==> src/pkg/exc_pkg.sv <==
// Constants and types shared by the exception vector and cause logic
package exc_pkg;
    // ==========================================
    // Vector offsets
    localparam int VEC_W = 20;
    localparam logic [19:0] VEC_RESET = 20'h00000;
    localparam logic [19:0] VEC_DATA = 20'h00300;
    localparam logic [19:0] VEC_FETCH = 20'h00400;
    localparam logic [19:0] VEC_EXT = 20'h00500;
    localparam logic [19:0] VEC_ALIGN = 20'h00600;
    localparam logic [19:0] VEC_PROG = 20'h00700;
    localparam logic [19:0] VEC_FPU = 20'h00800;
    localparam logic [19:0] VEC_DEC = 20'h00900;
    // ==========================================
    // Saved status cause bit positions
    localparam int RSN_W = 4;
    localparam int RSN_FP = 0;
    localparam int RSN_ILL = 1;
    localparam int RSN_PRIV = 2;
    localparam int RSN_TRAP = 3;
    localparam logic [3:0] RSN_RESET = 4'h0;
    // ==========================================
    // Sequencer states
    typedef enum logic [1:0] {
        ST_RUN = 2'b00,
        ST_DRAIN = 2'b01,
        ST_WAIT = 2'b10
    } seq_state_t;
endpackage
==> src/pkg/exc_cause_if.sv <==
// Bundle between the sequencer and its cause helpers
`timescale 1ns/100ps
interface exc_cause_if
    import exc_pkg::*;
    ();
    logic exec_valid;
    logic illegal_op;
    logic unimpl_opt;
    logic priv_op;
    logic spr_move;
    logic spr_bit0;
    logic spr_bad;
    logic trap_met;
    logic fp_exc_enabled;
    logic mtfs_exc;
    logic mtfs_en;
    logic fex_clear;
    logic user_mode_flag;
    logic fp_mode_bit0;
    logic fp_mode_bit1;
    logic prog_hit;
    logic [RSN_W-1:0] prog_reason;
    logic dec_msb;
    logic int_enable;
    logic dec_taken;
    logic dec_request;
    modport prog_side (input exec_valid, illegal_op, unimpl_opt, priv_op, spr_move,
        spr_bit0, spr_bad, trap_met, fp_exc_enabled, mtfs_exc, mtfs_en, fex_clear,
        user_mode_flag, fp_mode_bit0, fp_mode_bit1, output prog_hit, prog_reason);
    modport dec_side (input dec_msb, int_enable, dec_taken, output dec_request);
endinterface

==> src/logic/decrementer_pending.sv <==
// Decrementer edge capture and pending hold
`timescale 1ns/100ps
module decrementer_pending
    import exc_pkg::*;
(
    input wire logic core_clk,
    input wire logic rst_sync_n,
    exc_cause_if.dec_side c
);
    typedef struct packed {
        logic msb_prev;
        logic pending;
    } dec_state_t;
    dec_state_t cur_q, nxt_d;
    logic rise;

    // ==========================================
    // Rising top bit sets pending, taking clears it
    always_comb begin
        nxt_d = cur_q;
        nxt_d.msb_prev = c.dec_msb;
        rise = c.dec_msb & ~cur_q.msb_prev;
        if (c.dec_taken) begin
            nxt_d.pending = 1'b0;
        end
        if (rise) begin
            nxt_d.pending = 1'b1;
        end
    end

    assign c.dec_request = cur_q.pending & c.int_enable;

    // State register
    always_ff @(posedge core_clk or negedge rst_sync_n) begin
        if (!rst_sync_n) begin
            cur_q <= '0;
        end else begin
            cur_q <= nxt_d;
        end
    end
endmodule

==> src/logic/exception_vector_cause_logic.sv <==
// Exception cause recognition, prioritising and vector selection
`timescale 1ns/100ps
module exception_vector_cause_logic
    import exc_pkg::*;
(
    input wire logic core_clk,
    input wire logic rst_n,
    input wire logic instr_valid,
    input wire logic fetch_access_fault,
    input wire logic data_fault,
    input wire logic ls_access,
    input wire logic mem_ctrl_access,
    input wire logic cache_ctrl_access,
    input wire logic align_fault,
    input wire logic align_hw_fix,
    input wire logic illegal_opcode,
    input wire logic unimpl_optional,
    input wire logic privileged_op,
    input wire logic spr_move,
    input wire logic spr_field_bit0,
    input wire logic spr_field_invalid,
    input wire logic trap_condition_met,
    input wire logic fp_exc_enabled,
    input wire logic move_to_float_status_control_register,
    input wire logic float_status_control_register_exc_set,
    input wire logic float_status_control_register_en_set,
    input wire logic fex_clear,
    input wire logic user_mode_flag,
    input wire logic fp_mode_bit0,
    input wire logic fp_mode_bit1,
    input wire logic ext_int_req,
    input wire logic interrupt_enable,
    input wire logic dec_msb,
    input wire logic inflight_empty,
    input wire logic handler_started,
    output logic dispatch_stall_q,
    output logic exc_take_q,
    output logic [VEC_W-1:0] exc_vector_q,
    output logic [RSN_W-1:0] saved_status_q,
    output logic misalign_fixup_q
);

    // ==========================================
    // Reset release

    logic [1:0] rst_pipe_q;
    logic rst_sync_n;

    // Two stage release of the async reset
    always_ff @(posedge core_clk or negedge rst_n) begin
        if (!rst_n) begin
            rst_pipe_q <= 2'b00;
        end else begin
            rst_pipe_q <= {rst_pipe_q[0], 1'b1};
        end
    end

    assign rst_sync_n = rst_pipe_q[1];

    // ==========================================
    // Helper blocks

    exc_cause_if c ();

    // Program cause inputs
    assign c.exec_valid = instr_valid;
    assign c.illegal_op = illegal_opcode;
    assign c.unimpl_opt = unimpl_optional;
    assign c.priv_op = privileged_op;
    assign c.spr_move = spr_move;
    assign c.spr_bit0 = spr_field_bit0;
    assign c.spr_bad = spr_field_invalid;
    assign c.trap_met = trap_condition_met;
    assign c.fp_exc_enabled = fp_exc_enabled;
    assign c.mtfs_exc = move_to_float_status_control_register & float_status_control_register_exc_set;
    assign c.mtfs_en = move_to_float_status_control_register & float_status_control_register_en_set;
    assign c.fex_clear = fex_clear;
    assign c.user_mode_flag = user_mode_flag;
    assign c.fp_mode_bit0 = fp_mode_bit0;
    assign c.fp_mode_bit1 = fp_mode_bit1;

    // Decrementer inputs
    assign c.dec_msb = dec_msb;
    assign c.int_enable = interrupt_enable;

    program_cause_decode u_prog (
        .core_clk(core_clk),
        .rst_sync_n(rst_sync_n),
        .c(c.prog_side)
    );

    decrementer_pending u_dec (
        .core_clk(core_clk),
        .rst_sync_n(rst_sync_n),
        .c(c.dec_side)
    );

    // ==========================================
    // Cause recognition

    logic fetch_hit;
    logic data_hit;
    logic align_hit;
    logic prog_hit;
    logic sync_hit;
    logic fix_hit;
    logic ext_ready;

    // Faults carried by the completing instruction
    assign fetch_hit = instr_valid & fetch_access_fault;
    assign data_hit = instr_valid & data_fault
        & (ls_access | mem_ctrl_access | cache_ctrl_access);
    assign align_hit = instr_valid & align_fault & ~align_hw_fix;
    assign fix_hit = instr_valid & align_fault & align_hw_fix;
    assign prog_hit = c.prog_hit;
    assign sync_hit = fetch_hit | data_hit | align_hit | prog_hit;

    // External line qualified by the enable
    assign ext_ready = ext_int_req & interrupt_enable;

    // ==========================================
    // Vector priority

    // Fetch, data, alignment, program in that order
    function automatic logic [VEC_W-1:0] sync_vector(
        input logic f,
        input logic d,
        input logic a
    );
        logic [VEC_W-1:0] v;
        v = VEC_PROG;
        if (a) begin
            v = VEC_ALIGN;
        end
        if (d) begin
            v = VEC_DATA;
        end
        if (f) begin
            v = VEC_FETCH;
        end
        return v;
    endfunction

    // ==========================================
    // Sequencer state

    typedef struct packed {
        seq_state_t st;
        logic stall;
        logic take;
        logic [VEC_W-1:0] vec;
        logic [RSN_W-1:0] rsn;
        logic fixup;
    } seq_t;

    seq_t cur_q, nxt_d;
    logic dec_take;
    logic in_drain;

    assign in_drain = (cur_q.st == ST_DRAIN);
    assign c.dec_taken = dec_take;

    // Next state and entry selection
    always_comb begin
        nxt_d = cur_q;
        nxt_d.take = 1'b0;
        nxt_d.fixup = fix_hit;
        dec_take = 1'b0;
        case (cur_q.st)
            ST_RUN: begin
                if (sync_hit) begin
                    nxt_d.take = 1'b1;
                    nxt_d.vec = sync_vector(fetch_hit, data_hit, align_hit);
                    nxt_d.rsn = (fetch_hit | data_hit | align_hit) ? RSN_RESET : c.prog_reason;
                    nxt_d.stall = 1'b1;
                    nxt_d.st = ST_WAIT;
                end else if (ext_ready) begin
                    nxt_d.stall = 1'b1;
                    nxt_d.st = ST_DRAIN;
                end else if (c.dec_request) begin
                    nxt_d.take = 1'b1;
                    nxt_d.vec = VEC_DEC;
                    nxt_d.rsn = RSN_RESET;
                    nxt_d.stall = 1'b1;
                    nxt_d.st = ST_WAIT;
                    dec_take = 1'b1;
                end
            end
            ST_DRAIN: begin
                nxt_d.stall = 1'b1;
                if (sync_hit) begin
                    nxt_d.take = 1'b1;
                    nxt_d.vec = sync_vector(fetch_hit, data_hit, align_hit);
                    nxt_d.rsn = (fetch_hit | data_hit | align_hit) ? RSN_RESET : c.prog_reason;
                    nxt_d.st = ST_WAIT;
                end else if (inflight_empty) begin
                    nxt_d.take = 1'b1;
                    nxt_d.vec = VEC_EXT;
                    nxt_d.rsn = RSN_RESET;
                    nxt_d.st = ST_WAIT;
                end
            end
            ST_WAIT: begin
                nxt_d.stall = 1'b1;
                if (handler_started) begin
                    nxt_d.stall = 1'b0;
                    nxt_d.st = ST_RUN;
                end
            end
            default: begin
                nxt_d.stall = 1'b0;
                nxt_d.st = ST_RUN;
            end
        endcase
    end

    // State register
    always_ff @(posedge core_clk or negedge rst_sync_n) begin
        if (!rst_sync_n) begin
            cur_q <= '{st: ST_RUN, stall: 1'b0, take: 1'b0,
                vec: VEC_RESET, rsn: RSN_RESET, fixup: 1'b0};
        end else begin
            cur_q <= nxt_d;
        end
    end

    // ==========================================
    // Outputs

    // All outputs come from the state register
    assign dispatch_stall_q = cur_q.stall;
    assign exc_take_q = cur_q.take;
    assign exc_vector_q = cur_q.vec;
    assign saved_status_q = cur_q.rsn;
    assign misalign_fixup_q = cur_q.fixup;
endmodule

==> src/logic/program_cause_decode.sv <==
// Program exception cause decode with float summary flag
`timescale 1ns/100ps
module program_cause_decode
    import exc_pkg::*;
(
    input wire logic core_clk,
    input wire logic rst_sync_n,
    exc_cause_if.prog_side c
);
    typedef struct packed {
        logic fp_enabled_summary;
    } prog_state_t;
    prog_state_t cur_q, nxt_d;
    logic fex_set;
    logic [RSN_W-1:0] rsn;

    // ==========================================
    // Summary flag and cause bits
    always_comb begin
        nxt_d = cur_q;
        fex_set = c.exec_valid & (c.fp_exc_enabled | (c.mtfs_exc & c.mtfs_en));
        if (c.fex_clear) begin
            nxt_d.fp_enabled_summary = 1'b0;
        end
        if (fex_set) begin
            nxt_d.fp_enabled_summary = 1'b1; // Set beats clear
        end
        rsn = RSN_RESET;
        rsn[RSN_FP] = c.exec_valid & (cur_q.fp_enabled_summary | fex_set) & (c.fp_mode_bit0 | c.fp_mode_bit1);
        rsn[RSN_ILL] = c.exec_valid & (c.illegal_op | c.unimpl_opt);
        rsn[RSN_PRIV] = c.exec_valid & c.user_mode_flag
            & (c.priv_op | (c.spr_move & c.spr_bad & c.spr_bit0));
        rsn[RSN_TRAP] = c.exec_valid & c.trap_met;
    end

    assign c.prog_reason = rsn;
    assign c.prog_hit = |rsn;

    // State register
    always_ff @(posedge core_clk or negedge rst_sync_n) begin
        if (!rst_sync_n) begin
            cur_q <= '0;
        end else begin
            cur_q <= nxt_d;
        end
    end
endmodule

==> config.mk <==
export PLATFORM = sky130hd
export DESIGN_NAME = exception_vector_cause_logic
export DESIGN_NICKNAME = d
export VERILOG_FILES = /design/src/pkg/exc_pkg.sv /design/src/pkg/exc_cause_if.sv /design/src/logic/decrementer_pending.sv /design/src/logic/exception_vector_cause_logic.sv /design/src/logic/program_cause_decode.sv
export SDC_FILE = /design/constraint.sdc
export NUM_CORES = 1
export LEC_CHECK = 0
export BUFFER_PORTS_ARGS = -buffer_cell sky130_fd_sc_hd__buf_2
export CAP_MARGIN = 20
export CORE_MARGIN = 2
export CORE_UTILIZATION = 35
export CTS_BUF_LIST = sky130_fd_sc_hd__clkbuf_2
export DETAILED_ROUTE_END_ITERATION = 6
export GPL_TIMING_DRIVEN = 0
export PLACE_DENSITY = 0.66
export SYNTH_ARGS = -nofsm -noshare
export SYNTH_HDL_FRONTEND = slang
export SYNTH_SLANG_ARGS = --single-unit
==> constraint.sdc <==
create_clock -name core_clk -period 0.9 [get_ports core_clk]
set_clock_uncertainty 0.15 [all_clocks]
set_input_delay 0 -clock core_clk [delete_from_list [all_inputs] [get_ports core_clk]]
set_output_delay 0 -clock core_clk [all_outputs]
set_load 0.01 [all_outputs]
==> reports/metrics.yaml, run 1 <==
cells_and_area:
  layout_common_cells: "buf_2, buf_4, conb_1, buf_6, dfrtp_1"
  post-route-util: 0.5976
  area_growth_pct: 62.99
  n_antenna_cell: 0
  layout.nets: 211
  final_common_cell: "buf_2"
  instances_no_fill: 211
  stdcell_area_um2: 1648
  drive_gt1_frac: 0.5111
timing:
  worst_slack_ps: -892.1
  finalCritPeriodShare: 1.991
  finalCriticalPeriod_ps: 1792
  tightest_slew_ps: 500.3
  finalMaxSlewViolations: 0
  fmax_mhz: 558.0
  maxSlewHeadroom: 0.6639
  finalSetupViolCount: 25
  final_hold_viol_count: 10
  hold_ws_ps: -186.3
  rsz0062_at_grt: "yes"
power:
  ir_drop_v: 0.001464
  sw_frac_of_total: 0.3209
  p_sw_uw: 1034
  intPower_uw: 2189
  clkPwrFrac: 0.108
  pwr-share-comb: 0.519
  p_per_area_nw_per_um2: 1956
  sequentialPowerShare: 0.373
  power_leakage_uw: 0.0008834
min_path:
  min_path_cells: 3
  hold_path_class: "in2reg"
  hp-start: "inflight_empty"
  hold-path-endpoint: "cur_q[27]"
synthesis:
  synth_seq_cells: 18
  synthCells: 96
  syn_area_per_cell_um2: 10.53
  syn-cell-area_um2: 1011
  synth-simple-area-share: 0.1126
  synth_mux_area_frac: 0.02104
  synthAdderAreaFrac: 0
  ys_warn_count: 0
  synth-xor-area-share: 0
  synth_top_family_by_area: "buffers and inverters"
  seq_area_frac_synth: 0.4455
  synth_compound_area_frac: 0.2017
  synth.distinct_cells: 29
run:
  max_cap_violations: 0
setup_path:
  path_class: "reg2reg"
  regToRegEndpoint: "exc_vector_q[8]"
  critPathMaxFanout: 3
  worstPathArrival_ps: 1890
  reg2reg_slack_ps: -890
  required_ps: 1000
  crit-reg2reg-launch: "u_prog.cur_q"
  setup.worst_path.start_class: "register"
  end_kind: "register"
  r2r_cells: 6
global_route:
  grt_antenna_before_repair: 0
  top_usage_layer: "met2"
  grt_use_met1: 0.1455
  grt_max_degree: 17
  grt_pass1_wl_mm: 3.629
  grt_pass1_vias: 904
  track_usage: 0.1409
  met3_usage: 0.02679
  use_met2: 0.2744
  overflow: 0
status:
  status: "complete, but fails checks"
  violations: "negative hold slack, negative setup slack"
detailed_routing:
  routedWlPerCell_um: 10.76
  viasPerCell: 4.336
  wl_mm: 2.271
  drtAntennaViolNets: 0
  firstDrtPassIters: 3
  drtIter0Drc: 19
  drcViolationCount: 0
  vias: 915
clock_tree:
  cts_buffers: 3
  cts_root_buf: "clkbuf_2"
  htreeDepth: 1
  cts_buffer_depth: 2
  insertion_delay_ps: 300
  cts.sinks: 18
  tritoncts: "done"
  cts_hold_buf: 13
  cts.reportedPaths.clkPinSlew_ps: 190
placement:
  placed_cells: 181
  place_area_um2: 1301
  gp_congestion: 0.6862
  port_buffers: 39
  hpwl_mm: 1.597
floorplan:
  ios: 57
  fp.dieW_um: 57.75
  core-area_um2: 2758
  die_h_um: 57.75
  start_util: 0.3666
  fp.dieArea_um2: 3334
  core.rowCount: 19
## power groups by stage
stage               sequential [µW]  combinational (µW)  clock [µW]
finish                         1200                1670         348
global route                   1230                1800         389
CTS                            1200                1600         367
detailed placement             1200                1060           0
global placement               1190                1050           0
floorplan                      1180                 730           0
## registers in the layout, indices dropped and copies added, names as in the netlist
name	flops
rst_pipe_q	2
u_prog.cur_q	1
cur_q	2
saved_status_q	4
u_dec.cur_q	2
misalign_fixup_q	1
dispatch_stall_q	1
exc_take_q	1
exc_vector_q	4
## worst max path at each step
| stage | startpoint | endpoint | slack [ps] | cells after the start |
|---|---|---|---|---|
| 2_1_floorplan | u_prog.cur_q | exc_vector_q[8] | -790 | 5 |
| 3_3_place_gp | u_prog.cur_q | exc_vector_q[8] | -960 | 5 |
| 3_5_place_dp | u_prog.cur_q | exc_vector_q[8] | -1000 | 5 |
| 4_1_cts | u_prog.cur_q | exc_vector_q[8] | -910 | 6 |
| 5_1_grt | u_prog.cur_q | u_dec.cur_q[0] | -960 | 6 |
| 6_report | u_prog.cur_q | exc_vector_q[8] | -890 | 6 |
## critical path, cell delays in order (launching register included)
cell	delay (ps)
dfrtp_1	420
a311oi_2	300
o22a_2	210
nand4_4	130
o31ai_4	220
buf_4	160
mux2i_1	170
## cell usage after synthesis
master / n / area [µm²]
mux2i_1: 1 / 10.01
and2_2: 1 / 7.510
o22a_2: 1 / 10.01
or2_1: 1 / 6.260
dfrtp_1: 18 / 450.4
and3_1: 2 / 12.51
o21ai_1: 2 / 10.01
nor3_1: 2 / 10.01
or3_1: 1 / 6.260
o2bb2ai_1: 1 / 8.760
o21ai_0: 5 / 25.02
mux2_2: 1 / 11.26
and2b_1: 1 / 7.510
nand2_1: 4 / 15.01
a21oi_1: 1 / 5.000
o31ai_4: 1 / 21.27
o221ai_1: 1 / 8.760
buf_4: 25 / 187.7
a22o_1: 4 / 35.03
nand4_4: 1 / 21.27
a32o_1: 2 / 20.02
a31oi_1: 2 / 12.51
o311ai_4: 1 / 26.28
nor4b_1: 1 / 8.760
a311oi_2: 1 / 15.01
nor2_1: 5 / 18.77
inv_1: 7 / 26.28
o22ai_1: 1 / 6.260
conb_1: 2 / 7.510
## repair_timing
item,in CTS,in global routing
resized for setup,21,4
hold endpoints to repair,17,8
setup buffers,10,3
setup endpoints to repair,24,42
pin swaps,4,2
## kinds of logic (layout without fill, tap and decap cells)
family                 count (synthesis)  in the layout
AO/OA/AOI/OAI                         23             23
other                                  2             17
buffers and inverters                 32            101
flip-flops                            18             18
AND/OR/NAND/NOR                       19             19
multiplexers                           2              2
## through the flow
step | power [µW] | worst slack [ps] | TNS [ps]
2_1_floorplan | 1906 | -788.1 | -8877
6_report | 3223 | -892.1 | -12700
4_1_cts | 3166 | -907.5 | -12930
3_3_place_gp | 2233 | -958.6 | -10920
5_1_grt | 3420 | -964.9 | -14150
3_5_place_dp | 2260 | -1000 | -11510
## cell type report
cell class / instances / area (µm²)
Multi-Input combinational cell: 61 / 415.4
Tap cell: 31 / 38.79
Fill cell: 245 / 1110
Inverter: 7 / 26.28
Sequential cell: 18 / 451.7
Buffer: 25 / 217.7
Clock inverter: 1 / 3.754
Timing Repair Buffer: 65 / 479.2
Clock buffer: 3 / 15.01
## per-layer routing
metal  wire [µm]  part of all wire  vias to the layer above
met5           0                 0                        -
met2        1261              0.56                       28
met4          29             0.013                        0
met1         849              0.37                      422
li1            -                 -                      461
met3         131             0.058                        4
Note: power is estimated with default switching activity, not from simulation.
==> run 2: changes to the inputs <==
- HOLD_SLACK_MARGIN: unset -> 0.06
- PLACE_DENSITY: 0.66 -> 0.68
- clock period: 0.9 -> 1.5 ns (I/O delays scaled with it)
==> run 2 against run 1 <==
  * The run still ends with negative hold slack, negative setup slack left
  * Final cell count is 2.4% lower
  * Global-route usage grew 0.98 points
  * Sequential share of layout area rose by 1.9 points
  * Cell area is 6.7% lower
  * Critical path depth unchanged
  * Non-clock buffer count is 4 lower
  * Via count decreased by 0.33%
  * Critical endpoint unchanged
==> reports/metrics.yaml, run 2 (same netlist as run 1, synthesis figures left out) <==
global_route:
  grt_pass1_wl_mm: 3.822  # +5.3%
  use_met2: 0.2565  # -0.01786
  top_usage_layer: "met2"
  track_usage: 0.1507  # +0.009761
  grt_use_met1: 0.1763  # +0.03082
  grt_pass1_vias: 877  # -3.0%
  grt_antenna_before_repair: 0  # unchanged
  met3_usage: 0.04688  # +0.02009
  grt_max_degree: 17  # unchanged
  overflow: 0  # unchanged
power:
  pwr-share-comb: 0.459  # -0.060
  ir_drop_v: 0.0005946  # -59%
  p_per_area_nw_per_um2: 1084  # -45%
  sequentialPowerShare: 0.427  # +0.054
  sw_frac_of_total: 0.3322  # +0.01135
  p_sw_uw: 553.6  # -46%
  clkPwrFrac: 0.114  # +0.006
  power_leakage_uw: 0.0008336  # -5.6%
  intPower_uw: 1113  # -49%
floorplan:
  die_h_um: 57.75  # unchanged
  ios: 57  # unchanged
  core-area_um2: 2758  # unchanged
  fp.dieW_um: 57.75  # unchanged
  core.rowCount: 19  # unchanged
  fp.dieArea_um2: 3334  # unchanged
  start_util: 0.3666  # unchanged
clock_tree:
  cts_root_buf: "clkbuf_2"
  cts_buffers: 3  # unchanged
  cts.reportedPaths.clkPinSlew_ps: 150  # -40 ps
  cts_buffer_depth: 2  # unchanged
  htreeDepth: 1  # unchanged
  cts_hold_buf: 17  # +4
  insertion_delay_ps: 280  # -20 ps
  tritoncts: "done"
  cts.sinks: 18  # unchanged
placement:
  place_area_um2: 1301  # unchanged
  port_buffers: 39  # unchanged
  gp_congestion: 0.7466  # +8.8%
  hpwl_mm: 1.569  # -1.8%
setup_path:
  slowest_stage: "dfrtp_1"
  critPathMaxFanout: 4  # +1
  crit_buf_inv: 1  # unchanged
  regToRegEndpoint: "exc_vector_q[8]"
  crit-reg2reg-launch: "u_prog.cur_q"
  setup.worst_path.end: "exc_vector_q[8]"
  cp_top_family: "compound AO/OA/AOI/OAI gates"
  worstPathArrival_ps: 1850  # -40 ps
  max_stage_delay_ps: 410  # about the same
  required_ps: 1580  # +580 ps
  cp.depth: 6  # unchanged
  crit_chain: "a311oi_2 > o22a_2 > nand4_4 > o31ai_4 > buf_6 > mux2i_1"
  path_class: "reg2reg"
  end_kind: "register"
  startpoint: "u_prog.cur_q"
  reg2reg_slack_ps: -270  # +620 ps
  setup.worst_path.start_class: "register"
  r2r_cells: 6  # unchanged
run:
  max_cap_violations: 0  # unchanged
cells_and_area:
  layout_common_cells: "buf_2, buf_4, dfrtp_1"
  layout.nets: 207  # -1.9%
  drive_gt1_frac: 0.4629  # -0.04825
  stdcell_area_um2: 1538  # -6.7%
  post-route-util: 0.5576  # -0.03993
  area_growth_pct: 52.10
  final_common_cell: "buf_2"
  n_antenna_cell: 0  # unchanged
timing:
  finalSetupViolCount: 13  # -48%
  hold_ws_ps: -44.92  # +141.4 ps
  finalMaxSlewViolations: 0  # unchanged
  tightest_slew_ps: 663.0  # +162.7 ps
  finalCritPeriodShare: 1.180  # -0.8112
  final_hold_viol_count: 2  # -8
  worst_slack_ps: -270.1  # +622.1 ps
  rsz0062_at_grt: "yes"
  maxSlewHeadroom: 0.5580  # -0.1059
  fmax_mhz: 565.0  # +1.2%
  finalCriticalPeriod_ps: 1770  # -22.09 ps
min_path:
  hp-start: "fp_exc_enabled"
  hold_path_class: "in2reg"
detailed_routing:
  vias: 912  # -0.33%
  firstDrtPassIters: 2  # -1
  routedWlPerCell_um: 11.18  # +3.9%
  viasPerCell: 4.427  # +2.1%
  drcViolationCount: 0  # unchanged
  wl_mm: 2.304  # +1.5%
  drtAntennaViolNets: 0  # unchanged
  drtIter0Drc: 22  # +3
status:
  violations: "negative hold slack, negative setup slack"
  status: "complete, but fails checks"
[run 2: how the worst min path moves through the flow]
stage | to | slack [ps] | depth (start not counted)
after floorplan | rst_pipe_q[0] | -450 | 0
after global routing | saved_status_q[0] | -80 | 4
after CTS | saved_status_q[0] | -70 | 4
after detailed placement | rst_pipe_q[1] | -360 | 1
after global placement | rst_pipe_q[0] | -360 | 1
final | saved_status_q[0] | -40 | 4
[run 2: per-layer routing]
metal | part of all wire | up-vias
met3 | 0.096 | 2
met1 | 0.41 | 419
li1 | - | 453
met5 | 0 | -
met2 | 0.49 | 38
met4 | 0.0074 | 0
[run 2: power groups by stage]
stage          clock network, µW  logic (µW)  registers, µW
2_1_floorplan                  0         438            705
3_3_place_gp                   0         630            713
3_5_place_dp                   0         638            722
4_1_cts                      209         731            714
5_1_grt                      231         832            734
6_report                     190         766            711
[run 2: tightest hold or removal path, delay by kind of cell]
kind	cells	cell delay [ps]
buffers and inverters	1	100
AO/OA/AOI/OAI	2	170
AND/OR/NAND/NOR	1	100
[run 2: timing repair]
| action | 4_1_cts | 5_1_grt |
|---|---|---|
| hold endpoints to repair | 18 | 3 |
| buffers inserted | 4 | 1 |
| gates resized for setup | 3 | 3 |
| endpoints found under the setup margin | 12 | 13 |
| pin swaps | 3 | 4 |
[run 2: area by class of cell]
type | instances | area, µm²
buffer | 25 | 187.7
clock buffer | 3 | 15.01
fill | 268 | 1220
inverter | 7 | 26.28
multi-input combinational | 61 | 409.1
sequential | 18 | 450.4
tap | 31 | 38.79
timing repair buffer | 61 | 410.4
[run 2: through the flow]
step	setup WS (ps)	total power, µW	std cells	hold WS, ps	setup TNS, ps
floorplan	-188.4	1143	111	-445.6	-1295
global placement	-363.9	1343	181	-364.0	-3264
detailed placement	-397.1	1359	181	-364.8	-3706
CTS	-340.4	1654	205	-68.11	-3807
global route	-372.7	1798	206	-81.00	-4052
finish	-270.1	1666	206	-44.92	-2808
==> run 3: changes to the inputs <==
- TNS_END_PERCENT: unset -> 30
==> run 3 against run 2 <==
  * The flow still finishes with violations (negative hold slack, negative setup slack)
  * Total power fell by 0.39%
  * Non-clock buffer count did not move
  * Register-to-register slack better by 50 ps
  * Worst setup slack gained 54 ps
  * Final cell count is 0.49% higher
  * Critical path depth is the same
  * Die area unchanged
  * Combinational power fell by 3%
  * Critical endpoint is now exc_vector_q[9]
  * Largest power group unchanged
  * Highest routed layer unchanged
==> reports/metrics.yaml, run 3 (same netlist as run 1, synthesis figures left out) <==
status:
  status: "complete, but fails checks"
  violations: "negative hold slack, negative setup slack"
cells_and_area:
  instances_no_fill: 207  # +0.49%
  n_antenna_cell: 0  # unchanged
  final_common_cell: "buf_2"
  layout.nets: 207  # unchanged
  layout_common_cells: "buf_2, buf_4, dfrtp_1"
  area_growth_pct: 53.47
  post-route-util: 0.5626  # +0.004990
  drive_gt1_frac: 0.4602  # -0.002630
  stdcell_area_um2: 1551  # +0.90%
detailed_routing:
  vias: 915  # +0.33%
  drtAntennaViolNets: 0  # unchanged
  drcViolationCount: 0  # unchanged
  routedWlPerCell_um: 11.56  # +3.3%
  viasPerCell: 4.420  # -0.16%
  wl_mm: 2.392  # +3.8%
  firstDrtPassIters: 4  # +2
  drtIter0Drc: 11  # -50%
floorplan:
  core.rowCount: 19  # unchanged
  fp.dieW_um: 57.75  # unchanged
  core-area_um2: 2758  # unchanged
  die_h_um: 57.75  # unchanged
  start_util: 0.3666  # unchanged
  ios: 57  # unchanged
  fp.dieArea_um2: 3334  # unchanged
power:
  clkPwrFrac: 0.124  # +0.010
  power_leakage_uw: 0.0008462  # +1.5%
  p_per_area_nw_per_um2: 1070  # -1.3%
  ir_drop_v: 0.0006788  # +14%
  p_sw_uw: 561.6  # +1.4%
  sw_frac_of_total: 0.3384  # +0.006111
  pwr-share-comb: 0.450  # -0.009
  intPower_uw: 1098  # -1.3%
  sequentialPowerShare: 0.427  # about the same
clock_tree:
  insertion_delay_ps: 290  # about the same
  cts_buffers: 3  # unchanged
  cts_buffer_depth: 2  # unchanged
  cts.reportedPaths.clkPinSlew_ps: 170  # +20 ps
  htreeDepth: 1  # unchanged
  tritoncts: "done"
  cts_root_buf: "clkbuf_2"
  cts_hold_buf: 18  # +1
  cts.sinks: 18  # unchanged
global_route:
  use_met2: 0.2630  # +0.006494
  grt_use_met1: 0.1643  # -0.01200
  grt_max_degree: 17  # unchanged
  grt_pass1_wl_mm: 3.822  # unchanged
  top_usage_layer: "met2"
  grt_antenna_before_repair: 0  # unchanged
  overflow: 0  # unchanged
  grt_pass1_vias: 881  # +0.46%
  track_usage: 0.1504  # -0.0002568
  met3_usage: 0.05134  # +0.004464
setup_path:
  setup.worst_path.start_class: "register"
  end_kind: "register"
  critPathMaxFanout: 5  # +1
  required_ps: 1570  # about the same
  path_class: "reg2reg"
  worstPathArrival_ps: 1790  # -60 ps
  reg2reg_slack_ps: -220  # +50 ps
timing:
  hold_ws_ps: -69.54  # -24.63 ps
  maxSlewHeadroom: 0.5535  # -0.004483
  finalCriticalPeriod_ps: 1716  # -53.77 ps
  final_hold_viol_count: 1  # -1
  finalCritPeriodShare: 1.144  # -0.03585
  finalSetupViolCount: 13  # unchanged
  finalMaxSlewViolations: 0  # unchanged
  worst_slack_ps: -216.3  # +53.77 ps
  fmax_mhz: 582.7  # +3.1%
  totalNegativeSetupSlack_ps: -2065  # +743.4 ps
  tightest_slew_ps: 669.8  # +6.725 ps
  rsz0062_at_grt: "yes"
placement:
  gp_congestion: 0.6797  # -9.0%
  port_buffers: 39  # unchanged
  hpwl_mm: 1.669  # +6.4%
  place_area_um2: 1301  # unchanged
  placed_cells: 181  # unchanged
min_path:
  hold_path_class: "in2reg"
run:
  max_cap_violations: 0  # unchanged
[run 3: changes by cell type in the layout (fill, tap and decap cells not counted), sizes merged]
cell | before | now
buf | 69 | 68
clkinv | 0 | 1
dlymetal6s4s | 0 | 1
[run 3: timing repair]
| item | in CTS | in global routing |
|---|---|---|
| buffers inserted | 4 | 0 |
| hold endpoints to repair | 18 | 2 |
| pin swaps | 3 | 2 |
| endpoints found under the setup margin | 12 | 13 |
| gates resized for setup | 4 | 4 |
[run 3: final cells by class]
type | instances | area (µm²)
fillers | 258 | 1206
clock inverters | 1 | 3.754
plain buffers | 25 | 187.7
flip-flops and latches | 18 | 450.4
multi-input cells | 61 | 417.9
inverters | 7 | 26.28
clock buffers | 3 | 15.01
repair buffers | 61 | 411.6
well taps | 31 | 38.79
[run 3: final timing paths]
kind / start / to / depth (start not counted)
worst max register to register: u_prog.cur_q / exc_vector_q[9] / 6
worst max-delay path: u_prog.cur_q / exc_vector_q[9] / 6
min in group asynchronous: rst_pipe_q[1] / saved_status_q[0] / 0
max in group asynchronous: rst_pipe_q[1] / cur_q[28] / 0
worst min register to register: rst_pipe_q[1] / saved_status_q[0] / 0
worst min-delay path: fp_exc_enabled / saved_status_q[0] / 4
[run 3: power by group through the flow]
stage | combinational, µW | sequential [µW] | clock [µW]
after CTS | 738 | 709 | 222
after floorplan | 439 | 705 | 0
final | 746 | 708 | 206
after detailed placement | 641 | 718 | 0
after global routing | 811 | 729 | 245
after global placement | 629 | 711 | 0
[run 3: through the flow]
step           setup slack [ps]  power (µW)
2_1_floorplan            -191.6        1144
3_3_place_gp             -351.9        1339
3_5_place_dp             -388.6        1358
4_1_cts                  -314.7        1669
5_1_grt                  -310.9        1784
6_report                 -216.3        1660
[run 3: critical path, cell delays in order (launching register included)]
cell,delay [ps]
dfrtp_1,420
a311oi_2,230
o22a_2,200
nand4_4,120
buf_4,200
buf_4,140
a22o_1,190
[run 3: layer usage]
layer  routed length (µm)  vias to the layer above
met1                  901                      421
met5                    0                        -
met3                  181                        4
met2                 1263                       33
met4                   46                        0
li1                     -                      457
